[src/txsm_consts.vh]
// constants for the transmit slot mask and interrupt enable block
`ifndef TXSM_CONSTS_VH
`define TXSM_CONSTS_VH

// register byte offsets
`define TXSM_OFS_SLOT_MASK    8'hb8
`define TXSM_OFS_INT_ENABLE   8'hbc
`define TXSM_OFS_STATUS       8'hc0
`define TXSM_OFS_FRAME_LEN    8'hc4

// reset values
`define TXSM_RST_SLOT_MASK    32'h0000_0000
`define TXSM_RST_INT_ENABLE   8'h00
`define TXSM_RST_FRAME_LEN    9'h000

// slot counter limits
`define TXSM_SLOT_MAX_LAST    9'h17f
`define TXSM_SLOT_W           9

// condition bit positions, shared by interrupt enable and internal flags
`define TXSM_BIT_UNDERRUN     0
`define TXSM_BIT_UNEXP_SYNC   1
`define TXSM_BIT_CLK_FAIL     2
`define TXSM_BIT_PORT_ERR     3
`define TXSM_BIT_FINAL_SLOT   4
`define TXSM_BIT_BUF_READY    5
`define TXSM_BIT_RESERVED     6
`define TXSM_BIT_FRAME_START  7
`define TXSM_INT_WRITE_MASK   8'hbf

// status register field positions
`define TXSM_ST_UNDERRUN      0
`define TXSM_ST_UNEXP_SYNC    1
`define TXSM_ST_CLK_FAIL      2
`define TXSM_ST_SLOT_ACTIVE   3
`define TXSM_ST_FINAL_SLOT    4
`define TXSM_ST_BUF_READY     5
`define TXSM_ST_FRAME_START   6
`define TXSM_ST_PORT_ERR      7
`define TXSM_ST_ERR_SUMMARY   8

`endif

[src/txsm_slot_counter.v]
// transmit time-division slot counter, up to 384 slots per frame
`timescale 1ns/10ps
`include "txsm_consts.vh"

module txsm_slot_counter (
    // clock and reset
    input  wire                      clk_sys_in,
    input  wire                      rst_b_in,
    input  wire                      clk_en_in,
    // control
    input  wire                      frame_start_in,
    input  wire                      slot_tick_in,
    input  wire [`TXSM_SLOT_W-1:0]   last_index_in,
    // state
    output reg  [`TXSM_SLOT_W-1:0]   slot_index_out,
    output reg                       running_out,
    output wire                      at_last_out
);

    reg  [`TXSM_SLOT_W-1:0] last_clamped;

    // a frame longer than the counter range is cut at 384 slots
    always @* begin
        if (last_index_in > `TXSM_SLOT_MAX_LAST) begin
            last_clamped = `TXSM_SLOT_MAX_LAST;
        end else begin
            last_clamped = last_index_in;
        end
    end

    assign at_last_out = running_out && (slot_index_out == last_clamped);

    always @(posedge clk_sys_in or negedge rst_b_in) begin
        if (!rst_b_in) begin
            slot_index_out <= {`TXSM_SLOT_W{1'b0}};
            running_out    <= 1'b0;
        end else if (clk_en_in) begin
            if (frame_start_in) begin
                slot_index_out <= {`TXSM_SLOT_W{1'b0}};
                running_out    <= 1'b1;
            end else if (slot_tick_in && running_out) begin
                if (slot_index_out == last_clamped) begin
                    // frame done; idle until the next frame sync
                    running_out <= 1'b0;
                end else begin
                    slot_index_out <= slot_index_out + 9'h001;
                end
            end
        end
    end

endmodule

[src/txsm_top.v]
// transmit slot activity mask, condition flags and transmit interrupt
`timescale 1ns/10ps
`include "txsm_consts.vh"

module txsm_top (
    // clock, enable and reset
    input  wire        clk_sys_in,
    input  wire        clk_en_in,
    input  wire        rst_b_in,
    // register port
    input  wire [7:0]  reg_addr_in,
    input  wire [31:0] reg_wdata_in,
    input  wire        reg_wr_in,
    input  wire        reg_rd_in,
    output reg  [31:0] reg_rdata_out,
    // serial side
    input  wire        tx_frame_sync_in,
    input  wire        slot_tick_in,
    // transmit condition events from the serializer logic
    input  wire        tx_buffer_empty_in,
    input  wire        tx_underrun_in,
    input  wire        tx_clock_failure_in,
    input  wire        tx_port_access_error_in,
    // slot state
    output reg         tx_slot_active_bit_out,
    output reg  [8:0]  tx_slot_index_out,
    output reg         tx_final_slot_out,
    // interrupt, dma and summary
    output reg         tx_interrupt_out,
    output reg         tx_dma_request_out,
    output reg         tx_error_summary_out
);

    // reset synchroniser
    reg         rst_meta;
    reg         rst_sync_b;

    // frame sync pin synchroniser and edge detect
    reg         sync_meta;
    reg         sync_stable;
    reg         sync_prev;
    wire        frame_start_pulse;

    // registers
    reg  [31:0] tx_slot_activity_mask;
    reg  [7:0]  tx_interrupt_enable;
    reg  [8:0]  frame_last_index;
    reg  [7:0]  tx_status;
    reg  [7:0]  next_tx_status;

    // slot counter view
    wire [8:0]  slot_index;
    wire        slot_running;
    wire        slot_at_last;
    wire        slot_active;

    // event vector in enable-register layout
    reg  [7:0]  cond_set;
    wire [7:0]  w1c_bits;
    wire        status_wr;
    wire        error_summary;
    reg  [31:0] next_rdata;

    // decode of one register offset, used for every register
    function addr_hit;
        input [7:0] addr;
        input [7:0] offset;
        begin
            addr_hit = (addr == offset);
        end
    endfunction

    // status register image built from the internal flags
    function [31:0] status_image;
        input [7:0] flags;
        input       active;
        input       summary;
        begin
            status_image = 32'h0000_0000;
            status_image[`TXSM_ST_UNDERRUN]    = flags[`TXSM_BIT_UNDERRUN];
            status_image[`TXSM_ST_UNEXP_SYNC]  = flags[`TXSM_BIT_UNEXP_SYNC];
            status_image[`TXSM_ST_CLK_FAIL]    = flags[`TXSM_BIT_CLK_FAIL];
            status_image[`TXSM_ST_SLOT_ACTIVE] = active;
            status_image[`TXSM_ST_FINAL_SLOT]  = flags[`TXSM_BIT_FINAL_SLOT];
            status_image[`TXSM_ST_BUF_READY]   = flags[`TXSM_BIT_BUF_READY];
            status_image[`TXSM_ST_FRAME_START] = flags[`TXSM_BIT_FRAME_START];
            status_image[`TXSM_ST_PORT_ERR]    = flags[`TXSM_BIT_PORT_ERR];
            status_image[`TXSM_ST_ERR_SUMMARY] = summary;
        end
    endfunction

    // reset release through two flip-flops; not frozen by the clock enable
    // so that reset can always be released
    always @(posedge clk_sys_in or negedge rst_b_in) begin
        if (!rst_b_in) begin
            rst_meta   <= 1'b0;
            rst_sync_b <= 1'b0;
        end else begin
            rst_meta   <= 1'b1;
            rst_sync_b <= rst_meta;
        end
    end

    // frame sync comes from the far party, so it is synchronised first
    always @(posedge clk_sys_in or negedge rst_sync_b) begin
        if (!rst_sync_b) begin
            sync_meta   <= 1'b0;
            sync_stable <= 1'b0;
            sync_prev   <= 1'b0;
        end else if (clk_en_in) begin
            sync_meta   <= tx_frame_sync_in;
            sync_stable <= sync_meta;
            sync_prev   <= sync_stable;
        end
    end

    assign frame_start_pulse = sync_stable && !sync_prev;

    txsm_slot_counter u_slot_counter (
        .clk_sys_in     (clk_sys_in),
        .rst_b_in       (rst_sync_b),
        .clk_en_in      (clk_en_in),
        .frame_start_in (frame_start_pulse),
        .slot_tick_in   (slot_tick_in),
        .last_index_in  (frame_last_index),
        .slot_index_out (slot_index),
        .running_out    (slot_running),
        .at_last_out    (slot_at_last)
    );

    // only the low five bits pick the mask bit: slot n and n+32k share one bit
    assign slot_active = slot_running && tx_slot_activity_mask[slot_index[4:0]];

    // register writes
    always @(posedge clk_sys_in or negedge rst_sync_b) begin
        if (!rst_sync_b) begin
            tx_slot_activity_mask <= `TXSM_RST_SLOT_MASK;
            tx_interrupt_enable   <= `TXSM_RST_INT_ENABLE;
            frame_last_index      <= `TXSM_RST_FRAME_LEN;
        end else if (clk_en_in && reg_wr_in) begin
            if (addr_hit(reg_addr_in, `TXSM_OFS_SLOT_MASK)) begin
                tx_slot_activity_mask <= reg_wdata_in;
            end
            if (addr_hit(reg_addr_in, `TXSM_OFS_INT_ENABLE)) begin
                // reserved positions are never stored
                tx_interrupt_enable <= reg_wdata_in[7:0] & `TXSM_INT_WRITE_MASK;
            end
            if (addr_hit(reg_addr_in, `TXSM_OFS_FRAME_LEN)) begin
                // stored clamped so that software reads back the length in use
                if (reg_wdata_in[8:0] > `TXSM_SLOT_MAX_LAST) begin
                    frame_last_index <= `TXSM_SLOT_MAX_LAST;
                end else begin
                    frame_last_index <= reg_wdata_in[8:0];
                end
            end
        end
    end

    // condition events gathered in the enable-register layout
    always @* begin
        cond_set = 8'h00;
        cond_set[`TXSM_BIT_UNDERRUN]    = tx_underrun_in;
        // a frame sync that lands before the final slot of a running frame
        cond_set[`TXSM_BIT_UNEXP_SYNC]  = frame_start_pulse && slot_running && !slot_at_last;
        cond_set[`TXSM_BIT_CLK_FAIL]    = tx_clock_failure_in;
        cond_set[`TXSM_BIT_PORT_ERR]    = tx_port_access_error_in;
        // final slot flag only rises together with buffer ready
        cond_set[`TXSM_BIT_FINAL_SLOT]  = tx_buffer_empty_in && slot_at_last;
        cond_set[`TXSM_BIT_BUF_READY]   = tx_buffer_empty_in;
        cond_set[`TXSM_BIT_FRAME_START] = frame_start_pulse;
    end

    assign status_wr = clk_en_in && reg_wr_in && addr_hit(reg_addr_in, `TXSM_OFS_STATUS);

    // status write bits reordered to the internal layout
    assign w1c_bits[`TXSM_BIT_UNDERRUN]    = status_wr && reg_wdata_in[`TXSM_ST_UNDERRUN];
    assign w1c_bits[`TXSM_BIT_UNEXP_SYNC]  = status_wr && reg_wdata_in[`TXSM_ST_UNEXP_SYNC];
    assign w1c_bits[`TXSM_BIT_CLK_FAIL]    = status_wr && reg_wdata_in[`TXSM_ST_CLK_FAIL];
    assign w1c_bits[`TXSM_BIT_PORT_ERR]    = status_wr && reg_wdata_in[`TXSM_ST_PORT_ERR];
    assign w1c_bits[`TXSM_BIT_FINAL_SLOT]  = status_wr && reg_wdata_in[`TXSM_ST_FINAL_SLOT];
    assign w1c_bits[`TXSM_BIT_BUF_READY]   = status_wr && reg_wdata_in[`TXSM_ST_BUF_READY];
    assign w1c_bits[`TXSM_BIT_RESERVED]    = 1'b0;
    assign w1c_bits[`TXSM_BIT_FRAME_START] = status_wr && reg_wdata_in[`TXSM_ST_FRAME_START];

    // sticky flags: set has priority over a write-one clear in the same cycle
    genvar gi;
    generate
        for (gi = 0; gi < 8; gi = gi + 1) begin : g_flag
            always @* begin
                if (gi == `TXSM_BIT_RESERVED) begin
                    next_tx_status[gi] = 1'b0;
                end else if (cond_set[gi]) begin
                    next_tx_status[gi] = 1'b1;
                end else if (w1c_bits[gi]) begin
                    next_tx_status[gi] = 1'b0;
                end else begin
                    next_tx_status[gi] = tx_status[gi];
                end
            end
        end
    endgenerate

    always @(posedge clk_sys_in or negedge rst_sync_b) begin
        if (!rst_sync_b) begin
            tx_status <= 8'h00;
        end else if (clk_en_in) begin
            tx_status <= next_tx_status;
        end
    end

    assign error_summary = tx_status[`TXSM_BIT_UNDERRUN] | tx_status[`TXSM_BIT_UNEXP_SYNC]
                         | tx_status[`TXSM_BIT_CLK_FAIL] | tx_status[`TXSM_BIT_PORT_ERR];

    // read path: data stand in the cycle after the strobe only
    always @* begin
        next_rdata = 32'h0000_0000;
        if (reg_rd_in) begin
            if (addr_hit(reg_addr_in, `TXSM_OFS_SLOT_MASK)) begin
                next_rdata = tx_slot_activity_mask;
            end else if (addr_hit(reg_addr_in, `TXSM_OFS_INT_ENABLE)) begin
                next_rdata = {24'h00_0000, tx_interrupt_enable};
            end else if (addr_hit(reg_addr_in, `TXSM_OFS_STATUS)) begin
                next_rdata = status_image(tx_status, slot_active, error_summary);
            end else if (addr_hit(reg_addr_in, `TXSM_OFS_FRAME_LEN)) begin
                next_rdata = {23'h00_0000, frame_last_index};
            end
        end
    end

    always @(posedge clk_sys_in or negedge rst_sync_b) begin
        if (!rst_sync_b) begin
            reg_rdata_out <= 32'h0000_0000;
        end else if (clk_en_in) begin
            reg_rdata_out <= next_rdata;
        end
    end

    // outputs, each from a flip-flop
    always @(posedge clk_sys_in or negedge rst_sync_b) begin
        if (!rst_sync_b) begin
            tx_slot_active_bit_out <= 1'b0;
            tx_slot_index_out      <= 9'h000;
            tx_final_slot_out      <= 1'b0;
            tx_interrupt_out       <= 1'b0;
            tx_dma_request_out     <= 1'b0;
            tx_error_summary_out   <= 1'b0;
        end else if (clk_en_in) begin
            tx_slot_active_bit_out <= slot_active;
            tx_slot_index_out      <= slot_index;
            tx_final_slot_out      <= slot_at_last;
            // one OR over flag AND enable; reserved bit 6 is never set
            tx_interrupt_out       <= |(next_tx_status & tx_interrupt_enable);
            // dma request ignores the enable register entirely
            tx_dma_request_out     <= cond_set[`TXSM_BIT_BUF_READY];
            tx_error_summary_out   <= next_tx_status[`TXSM_BIT_UNDERRUN] | next_tx_status[`TXSM_BIT_UNEXP_SYNC]
                                    | next_tx_status[`TXSM_BIT_CLK_FAIL] | next_tx_status[`TXSM_BIT_PORT_ERR];
        end
    end

endmodule

[config.mk]
export PLATFORM = sky130hd
export DESIGN_NAME = txsm_top
export DESIGN_NICKNAME = d
export VERILOG_FILES = /design/src/txsm_slot_counter.v /design/src/txsm_top.v
export VERILOG_INCLUDE_DIRS = /design/src
export SDC_FILE = /design/constraint.sdc
export NUM_CORES = 1
export LEC_CHECK = 0
export ABC_AREA = 1
export BUFFER_PORTS_ARGS = -buffer_cell sky130_fd_sc_hd__buf_4
export CORE_AREA = 3 3 133 135
export CTS_CLUSTER_SIZE = 25
export DETAILED_ROUTE_END_ITERATION = 8
export DIE_AREA = 0 0 136 138
export HOLD_SLACK_MARGIN = 0.02
export PLACE_DENSITY_LB_ADDON = 0.15
export SYNTH_ARGS = -nofsm -noshare
export SYNTH_HDL_FRONTEND = slang
export SYNTH_SLANG_ARGS = --single-unit
[constraint.sdc]
create_clock -name clk_sys_in -period 3.9 [get_ports clk_sys_in]
set_input_delay 0.78 -clock clk_sys_in [delete_from_list [all_inputs] [get_ports clk_sys_in]]
set_output_delay 0.78 -clock clk_sys_in [all_outputs]
set_load 0.005 [all_outputs]
Yosys cells after proc, flatten, opt, wreduce, memory -nomap -nowiden

Cells that the tools add are included.

Output and inout port bits: 46
Input bits: 51
Register bits: 116
Logic and storage cells: 90

Reductions and logical operators: 26
Bitwise logic cells: 7
$add $sub $neg: 1
Multiplexer cells: 29
Order comparisons: 3
Equal/unequal tests: 6

Operators with widths:

| operator                                                             | count |
|---|---|
| 32-bit 2-to-1 mux                                                    | 4 |
| 9-bit 2-to-1 mux                                                     | 6 |
| 8-bit equality test, second input constant                           | 4 |
| 9-bit greater-than comparator, second input constant                 | 2 |
| 1-bit 2-to-1 mux                                                     | 18 |
| 1-bit logical AND                                                    | 16 |
| 9-bit by 1-bit adder with 9-bit output, second input constant        | 1 |
| 9-bit equality test                                                  | 1 |
| 8-bit bitwise AND                                                    | 1 |
| 8-bit OR reduction                                                   | 1 |
| 5-bit by 6-bit < comparator with 1-bit output, second input constant | 1 |
| 1-bit bitwise OR                                                     | 6 |
| 2-bit AND reduction                                                  | 3 |
| 3-bit AND reduction                                                  | 2 |
| 1-bit binary-select mux with 5-bit select                            | 1 |
| 2-bit nonzero test                                                   | 2 |
| 1-bit logical NOT                                                    | 2 |
| 2-bit != test, second input constant                                 | 1 |

Depth between registers and ports, before layout

Gate-level depths: netlist of run 1.

Word-level depth: 10
Gate-level depth with buffers: 14
Mapped depth without buffers: 13

Cells and area by module

From an unflattened synthesis of run 1, not the netlist that was laid out.

Cells, all modules: 637
Area total of the unflattened synthesis: 5730.5 um^2

Modules (own cells, without submodules):

| module            | area an instance (um^2) | instances | sequential area each (um^2) | cells each |
|---|---|---|---|---|
| txsm_top          | 4843.4                  | 1         | 2652.5                      | 502 |
| txsm_slot_counter | 887.1                   | 1         | 250.2                       | 135 |

Worst setup path before layout of run 1

OpenSTA, ideal clock, no wires.

Path type: input to register
Start point: input port reg_addr_in[1]
End point: register tx_slot_activity_mask[18]
Cell stages on the path: 8
Data arrival time: 1840 ps
Library setup time: 128 ps
Buffers on the path: 1
Required time: 3772 ps
Slack: 1932 ps
Cell sequence: nor2_2 > nand2_1 > nor2_1 > nand2_1 > inv_2 > nand2_2 > buf_2 > mux2_1

Word-level cells in the longest chain between the ends: 2

Ends and longest elaborated chain:

| what                          | RTL line       | RTL |
|---|---|---|
| from (decl)                   | txsm_top.v:11  | `input wire [7:0] reg_addr_in,` |
| 8-bit equality test           | txsm_top.v:69  | `addr_hit = (addr == offset);` |
| 2-bit AND reduction (no line) | n/a            |  |
| to (signal assigned)          | txsm_top.v:137 | `` tx_slot_activity_mask <= `TXSM_RST_SLOT_MASK; `` |
| to (signal assigned)          | txsm_top.v:142 | `tx_slot_activity_mask <= reg_wdata_in;` |
| to (decl)                     | txsm_top.v:45  | `reg [31:0] tx_slot_activity_mask;` |

No other way between the ends.
A chain may end at the register's enable or synchronous reset.

Worst setup path after layout of run 1

Start point: input port reg_addr_in[1]
End point: register tx_interrupt_out

Word-level cells in the longest chain between the ends: 7
Elaborated cells between the ends (all ways): 25
Classes of those cells: eq/ne: 1; mux: 14; bitwise: 1; reduce/logical: 9

Ends and longest elaborated chain:

| what                                      | RTL line       | RTL |
|---|---|---|
| 8-bit equality test (*)                   | txsm_top.v:69  |  |
| 1-bit logical AND (*)                     | txsm_top.v:173 | `` assign status_wr = clk_en_in && reg_wr_in && addr_hit(reg_addr_in, `TXSM_OFS_STATUS); `` |
| 1-bit logical AND (tied with other cells) | txsm_top.v:176 | `` assign w1c_bits[`TXSM_BIT_UNDERRUN] = status_wr && reg_wdata_in[`TXSM_ST_UNDERRUN]; `` |
| 1-bit 2-to-1 mux                          | txsm_top.v:194 | `end else if (w1c_bits[gi]) begin` |
| 1-bit 2-to-1 mux                          | txsm_top.v:192 | `end else if (cond_set[gi]) begin` |
| 8-bit bitwise AND (*)                     | txsm_top.v:252 | `tx_interrupt_out <= \|(next_tx_status & tx_interrupt_enable);` |
| 8-bit OR reduction (*)                    | txsm_top.v:252 |  |
| to (signal assigned)                      | txsm_top.v:252 |  |
| to (decl)                                 | txsm_top.v:29  | `output reg tx_interrupt_out,` |

Mark *: on every way between the ends. The rest lies on a longest branch, timed or not.

==> results of run 1 <==
==> per-layer routing <==
| layer | routed length (um) | share of wire | global-route usage | vias to the layer above |
|---|---|---|---|---|
| met5 | 0 | 0 | 0 | - |
| met4 | 170 | 0.010 | 0.0525 | 0 |
| met3 | 947 | 0.058 | 0.0440 | 17 |
| met2 | 7830 | 0.48 | 0.286 | 141 |
| met1 | 7410 | 0.45 | 0.242 | 2414 |
| li1 | - | - | - | 2391 |
==> sequential cells by signal, summed over array words and instances (netlist names), 7 cells and up <==
register / count
tx_slot_activity_mask: 32
tx_status: 7
tx_slot_index_out: 9
reg_rdata_out: 32
tx_interrupt_enable: 7
u_slot_counter.slot_index_out: 9
frame_last_index: 9
==> layout by cell type (no fill, tap or decap), types with 5 or more instances in the layout <==
cell type,instances
nor2_1,61
nand3_2,7
dfrtp_1,115
buf_4,102
o21ai_0,58
inv_1,76
o211ai_1,6
clkbuf_16,17
nor3_1,5
a32o_1,23
nand2_1,152
o21ai_2,7
nand2_2,9
a21oi_1,32
nand3_1,32
==> logic make-up (layout without fill, tap and decap cells) <==
family	after synthesis	after routing	synth area share
DFF	116	116	0.514
adders and majority gates	1	1	0.00222
other	1	1	0.000664
and+or+nand+nor	284	284	0.224
muxes	5	5	0.00997
buffers and inverters	109	213	0.0778
xor gates and xnor gates	4	4	0.00621
AOI/OAI and AO/OA	145	145	0.165
==> cell type report <==
class                      count  area [um^2]
timing repair buffer         102          766
sequential                   116         2910
fill                        1676         9450
inverter                      80          300
tap                          220          275
clock buffer                  22          484
clock inverter                 9          103
multi-input combinational    440         2300
==> critical path, stage by stage <==
cell	delay (ps)
buf_4	110
nor2_2	170
nand2_1	70
nor2_1	660
nand2_1	190
o21ai_1	190
nand2_1	110
nand2_1	70
nand2_1	60
nor2_1	100
nand2_1	50
nor2_1	100
nor2_1	50
==> power by group through the flow <==
stage                     registers (W)  clock network (W)  logic [W]
final                           0.00136            0.00153   0.000468
after CTS                       0.00136            0.00157   0.000474
after global routing            0.00137            0.00164   0.000529
after floorplan                 0.00134                  0   0.000304
after global placement          0.00138                  0   0.000467
after detailed placement        0.00138                  0   0.000473
==> path summary, 6_finish.rpt <==
kind                                                  startpoint                   to  slack, ps  depth (start not counted)
worst max-delay path                              reg_addr_in[1]     tx_interrupt_out       1480                         13
worst min-delay path                                    rst_b_in             rst_meta        130                          1
worst max register to register  u_slot_counter.slot_index_out[1]     tx_interrupt_out       1690                         11
worst min register to register                          rst_meta           rst_sync_b        350                          0
max in group asynchronous                             rst_sync_b  frame_last_index[4]       2510                          1
min in group clk_sys_in                                 rst_meta           rst_sync_b        350                          0
==> per-stage QoR <==
step	hold slack [ps]	area, um^2
finish	134	7140
global route	109	7140
CTS	118	7140
detailed placement	341	6550
global placement	337	6550
floorplan	331	5650
==> results.yml, run 1 <==
power:
  finalPower_w: 0.00336
  power_switching_share: 0.274
  ir_worst_vdd_v: 0.000313
  power_switching_w: 0.000918
  p_leak_nw: 3.53
  p_int_w: 0.00244
  comb_power_share: 0.139
  power.sequential.fraction: 0.404
  p_per_area_nw_per_um2: 470
  pwr-share-clk: 0.457
layout:
  final_cell_count_no_fill: 989
  num-nets-final: 809
  fraction_of_layout_instances_using_a_drive_strength_above_1: 0.228
  final_core_utilization: 0.430
  areaGrowthSynthToFinish_pct: 26.4
  antenna_cells_inserted: 0
synthesis:
  mappedNetlistNets: 717
  synth_area_leaders: "dfrtp_1 (51%), nand2_1 (10%), o21ai_0 (5.1%)"
  yosysTopAreaCell: "dfrtp_1"
  synthCells: 665
  synth_seq_area_share: 0.514
  postSynthRegisterBits: 116
  synth_top_area_frac: 0.514
  synth.distinct_cells: 42
  synth.yosys.warnings: 0
  post_synth.cell_area_avg_um2: 8.49
  async_flop_share: 1.00
  synth_area_um2: 5650
  netlist_top_cells_count: "nand2_1 (152), dfrtp_1 (116), inv_1 (76)"
  most_used_dff_post_synth: "dfrtp_1"
  post_synth_edffs: 0
  top_count_cell_post_synth: "nand2_1"
routing:
  first_iter_violations: 329
  route.antenna.remaining_nets: 0
  post_drt_via_cell_ratio: 5.02
  via_count: 4963
  finalWirelength_um: 16400
  firstDrtPassIters: 5
  drt-wirelength-per-cell_um: 16.5
  route.detailed.drc: 0
place:
  final_gp_congestion: 0.869
  place_worst_setup_slack_ps: 1090
  final_hpwl_from_detailed_placement_um: 11800
  port_buffers: 96
  dp_cells: 958
clock_network:
  ctsRootBufferMaster: "clkbuf_16"
  cts_tree: "built"
  cts_buffers: 17
  cts-hold-fix-buffers: 0
  clk-insertion-delay-late_ps: 420
  postCtsSetupRepairBufs: 0
  clk_pin_slew_ps: 60
  cts-htree-levels: 4
  cts.sinks: 116
  cts.repair.resized: 0
  clk_path_buf_depth: 2
min_path:
  hold_class: "in2async"
setup_path:
  critical_path_class: "in2reg"
  critPathCaptureType: "register"
  cp_data_required_time_ps: 4210
  worstPathArrival_ps: 2730
  worstSetupStartpointType: "input port"
  timing.critical_path.fanout_max: 11
grt:
  gr-usage-all-layers: 0.179
  grt_first_pass_wirelength_um: 26300
  number_of_antenna_violations_at_the_first_check_in_global_routing: 0
  grt_start_max_net_pins: 75
  grt_pass1_vias: 4986
  overflow_left_after_global_routing: 0
sta:
  timing.fmax_mhz: 412
  final.min_clock_period_ps: 2420
  fin_crit_share: 0.622
  worst_slew_margin_rel: 0.296
  drv_slew: 0
  rsz_0062_raised_after_global_routing: "no"
  tightestPinTransition_ps: 1050
  fin_ws_ps: 1480
  setup-violations-final: 0
  fin_skew_ps: 11.7
  finalHoldViolations: 0
  finalSetupTns_ps: 0
floorplan:
  num_rows: 47
  coreArea_um2: 16600
  fp.dieH_um: 138
  floorplan.initialDensity: 0.340
  floorplan.io_pins: 97
  design.die.area_um2: 18800
  die_x_um: 136
flow_run:
  max_cap_viol_count: 0
run_status:
  run_status: "finished clean"
Power figures use the tool's default switching activity.
==> run 2, diff against run 1 <==
--- a/config.mk
+++ b/config.mk
@@ -6,12 +6,12 @@
 export SDC_FILE = /design/constraint.sdc
 export NUM_CORES = 1
 export LEC_CHECK = 0
-export ABC_AREA = 1
+export ABC_AREA = 0
 export BUFFER_PORTS_ARGS = -buffer_cell sky130_fd_sc_hd__buf_4
-export CORE_AREA = 3 3 133 135
+export CORE_AREA = 3 3 130 132
 export CTS_CLUSTER_SIZE = 25
 export DETAILED_ROUTE_END_ITERATION = 8
-export DIE_AREA = 0 0 136 138
+export DIE_AREA = 0 0 133 135
 export HOLD_SLACK_MARGIN = 0.02
 export PLACE_DENSITY_LB_ADDON = 0.15
 export SYNTH_ARGS = -nofsm -noshare
==> constraint.sdc (replaced) <==
create_clock -name clk_sys_in -period 2.4 [get_ports clk_sys_in]
set_input_delay 0.48 -clock clk_sys_in [delete_from_list [all_inputs] [get_ports clk_sys_in]]
set_output_delay 0.48 -clock clk_sys_in [all_outputs]
set_load 0.005 [all_outputs]
==> run 2 against run 1 <==
Count of clock-buffer cells in the layout rose by 2. First-iteration DRC count fell by 15%. Synthesized cell count fell by 33%. Largest power group unchanged. Clock skew fell by 5.6 ps. Combinational power rose by 22%. Worst hold slack improved by 160 ps. Largest cell class unchanged.
==> results.yml, run 2 <==
layout:
  areaGrowthSynthToFinish_pct: 31.9
  fraction_of_layout_instances_using_a_drive_strength_above_1: 0.396
  final_cell_count_no_fill: 782
  post-route-cell-area_um2: 7080
  antenna_cells_inserted: 0
  final_core_utilization: 0.447
  final_common_cell: "dfrtp_1"
  layout.cells.most_common_list: "dfrtp_1 (114), buf_4 (112), mux2_2 (60), nand2_1 (36), a21oi_1 (27)"
  largest_registers: "reg_rdata_out x32, tx_slot_activity_mask x32"
  num-nets-final: 605
setup_path:
  critPathCaptureType: "register"
  critical-path-max-stage-delay_ps: 520
  regToRegStartpoint: "frame_last_index[8]"
  worstPathArrival_ps: 2490
  critPathTopFamily: "compound AO/OA/AOI/OAI gates"
  timing.critical_path.fanout_max: 9
  reg2reg_slack_ps: 160
  worstSetupStartpointType: "register"
  cp_data_required_time_ps: 2660
  rr_endpoint: "tx_error_summary_out"
  cp_num_buf_inv: 0
  worst_path_max_delay_cell: "o41a_1"
  critical_path_class: "reg2reg"
  crit_path_cell_trace: "a21oi_1 > xor2_1 > o211ai_1 > o41a_1 > a22oi_1 > a41oi_1"
  rr_worst_depth: 6
grt:
  grt_start_max_net_pins: 115
  grt_first_pass_wirelength_um: 24500
  gr-usage-all-layers: 0.178
  number_of_antenna_violations_at_the_first_check_in_global_routing: 0
  grt_pass1_vias: 4243
  overflow_left_after_global_routing: 0
synthesis:
  synth.yosys.warnings: 0
  synth_seq_area_share: 0.541
  synth_top_area_frac: 0.541
  netlist_top_cells_count: "dfrtp_1 (116), mux2_2 (60), nand2_1 (36)"
  yosysTopAreaCell: "dfrtp_1"
  synth.distinct_cells: 57
  synth_area_leaders: "dfrtp_1 (54%), mux2_2 (13%), a22o_1 (3.9%)"
  synth_area_um2: 5370
  post_synth.cell_area_avg_um2: 12.1
  async_flop_share: 1.00
  synthAdderAreaFrac: 0.00233
  dominant_combinational_cell_family_by_area_after_synthesis: "multiplexers"
  synthCells: 444
  most_used_dff_post_synth: "dfrtp_1"
  post_synth_xor_area_fraction: 0.00653
  yosys.area_share.simple: 0.0996
  top_count_cell_post_synth: "dfrtp_1"
  mappedNetlistNets: 496
  muxShareOfSynthArea: 0.163
  synth_compound_gate_area_share: 0.156
  post_synth_edffs: 0
  postSynthRegisterBits: 116
floorplan:
  fp.dieH_um: 135
  floorplan.io_pins: 97
  floorplan.initialDensity: 0.339
  num_rows: 46
  die_x_um: 133
  coreArea_um2: 15800
  design.die.area_um2: 18000
sta:
  final.min_clock_period_ps: 2240
  timing.fmax_mhz: 447
  fin_crit_share: 0.933
  tightestPinTransition_ps: 621
  drv_slew: 0
  finalSetupTns_ps: 0
  setup-violations-final: 0
  fin_skew_ps: 6.15
  rsz_0062_raised_after_global_routing: "no"
  worst_slew_margin_rel: 0.586
  finalHoldViolations: 0
min_path:
  min_to: "tx_slot_activity_mask[30]"
  hold_class: "in2reg"
  hold_path.startpoint: "reg_wdata_in[30]"
  min_delay_path_depth: 2
place:
  dp_cells: 749
  port_buffers: 96
  final_gp_congestion: 0.937
  final_hpwl_from_detailed_placement_um: 11000
  placedInstanceArea_um2: 6440
clock_network:
  cts_buffers: 17
  postCtsSetupRepairBufs: 0
  cts_tree: "built"
  clk_pin_slew_ps: 60
  cts.sinks: 116
  clk-insertion-delay-late_ps: 410
  ctsRootBufferMaster: "clkbuf_16"
  cts-htree-levels: 4
  clk_path_buf_depth: 2
routing:
  post_drt_via_cell_ratio: 5.33
  route.detailed.drc: 0
  drt-wirelength-per-cell_um: 19.8
  firstDrtPassIters: 5
  route.antenna.remaining_nets: 0
  via_count: 4167
  finalWirelength_um: 15500
  first_iter_violations: 281
flow_run:
  max_cap_viol_count: 0
power:
  p_leak_nw: 3.29
  p_per_area_nw_per_um2: 748
  ir_worst_vdd_v: 0.000406
run_status:
  run_status: "finished clean"
[run 2: changes by cell type after synthesis, sizes merged, moves of 7 or more]
cell,before,now
a32o,23,0
nor2,67,14
mux4,0,8
nand3,39,9
inv,80,8
nand2,163,36
o2bb2ai,0,8
mux2,5,60
o21ai,67,21
or3,0,7
a22o,1,24
[run 2: worst register-to-register path, stage by stage, from the launching register on]
cell      delay, ps
dfrtp_1         470
a21oi_1         220
xor2_1          190
o211ai_1        200
o41a_1          520
a22oi_1         330
a41oi_1         150
[run 2: cell families (layout without fill, tap and decap cells)]
family | after synthesis | in the layout
AND/OR/NAND/NOR | 99 | 99
AO/OA/AOI/OAI | 117 | 117
adder cells (fa/ha/maj) | 1 | 1
multiplexers | 70 | 70
other | 1 | 1
buffers and inverters | 36 | 158
XOR/XNOR | 4 | 4
flip-flops | 116 | 116
[run 2: what timing repair did]
action / 4_1_cts / 5_1_grt
setup endpoints to repair: 0 / 8
hold buffers: 1 / 0
hold endpoints to repair: 2 / 0
resized for setup: 0 / 4
[run 2: area by class of cell]
class,count,area [um^2]
fillers,1484,8750
clock buffers,24,482
clock inverters,8,124
repair buffers,118,942
well taps,216,270
flip-flops and latches,116,2910
inverters,8,30.0
multi-input cells,292,2320
[run 2: worst max-delay path by stage]
| stage | cells past startpoint | slack (ps) | startpoint | end |
|---|---|---|---|---|
| 2_1_floorplan | 6 | 360 | reg_addr_in[1] | tx_interrupt_out |
| 3_3_place_gp | 7 | 90 | u_slot_counter.slot_index_out[0] | reg_rdata_out[3] |
| 3_5_place_dp | 7 | 110 | u_slot_counter.slot_index_out[0] | reg_rdata_out[3] |
| 4_1_cts | 7 | 80 | u_slot_counter.slot_index_out[0] | reg_rdata_out[3] |
| 5_1_grt | 6 | 20 | frame_last_index[8] | tx_error_summary_out |
| 6_report | 6 | 160 | frame_last_index[8] | tx_error_summary_out |
[run 2: through the flow]
step	power, W	hold slack [ps]	setup slack, ps
6_report	0.00529	295	162
5_1_grt	0.00552	276	24.6
4_1_cts	0.00534	280	77.5
3_5_place_dp	0.00272	263	111
3_3_place_gp	0.00272	264	92.3
2_1_floorplan	0.00246	184	365
[run 2: routing by layer]
layer  GRT usage  share of wire  up-vias
li1            -              -     1895
met1       0.238           0.45     2092
met2       0.263           0.45      153
met3      0.0641          0.071       27
met4      0.0699          0.026        0
met5           0              0        -
[run 2: report_power, final]
group / leakage [nW] / internal (W) / total (W) / switching [W]
Clock: 0.290 / 0.00171 / 0.00259 / 0.000877
Sequential: 1.55 / 0.00203 / 0.00213 / 0.000101
Combinational: 1.44 / 0.000261 / 0.000570 / 0.000309
Total: 3.29 / 0.00400 / 0.00529 / 0.00129
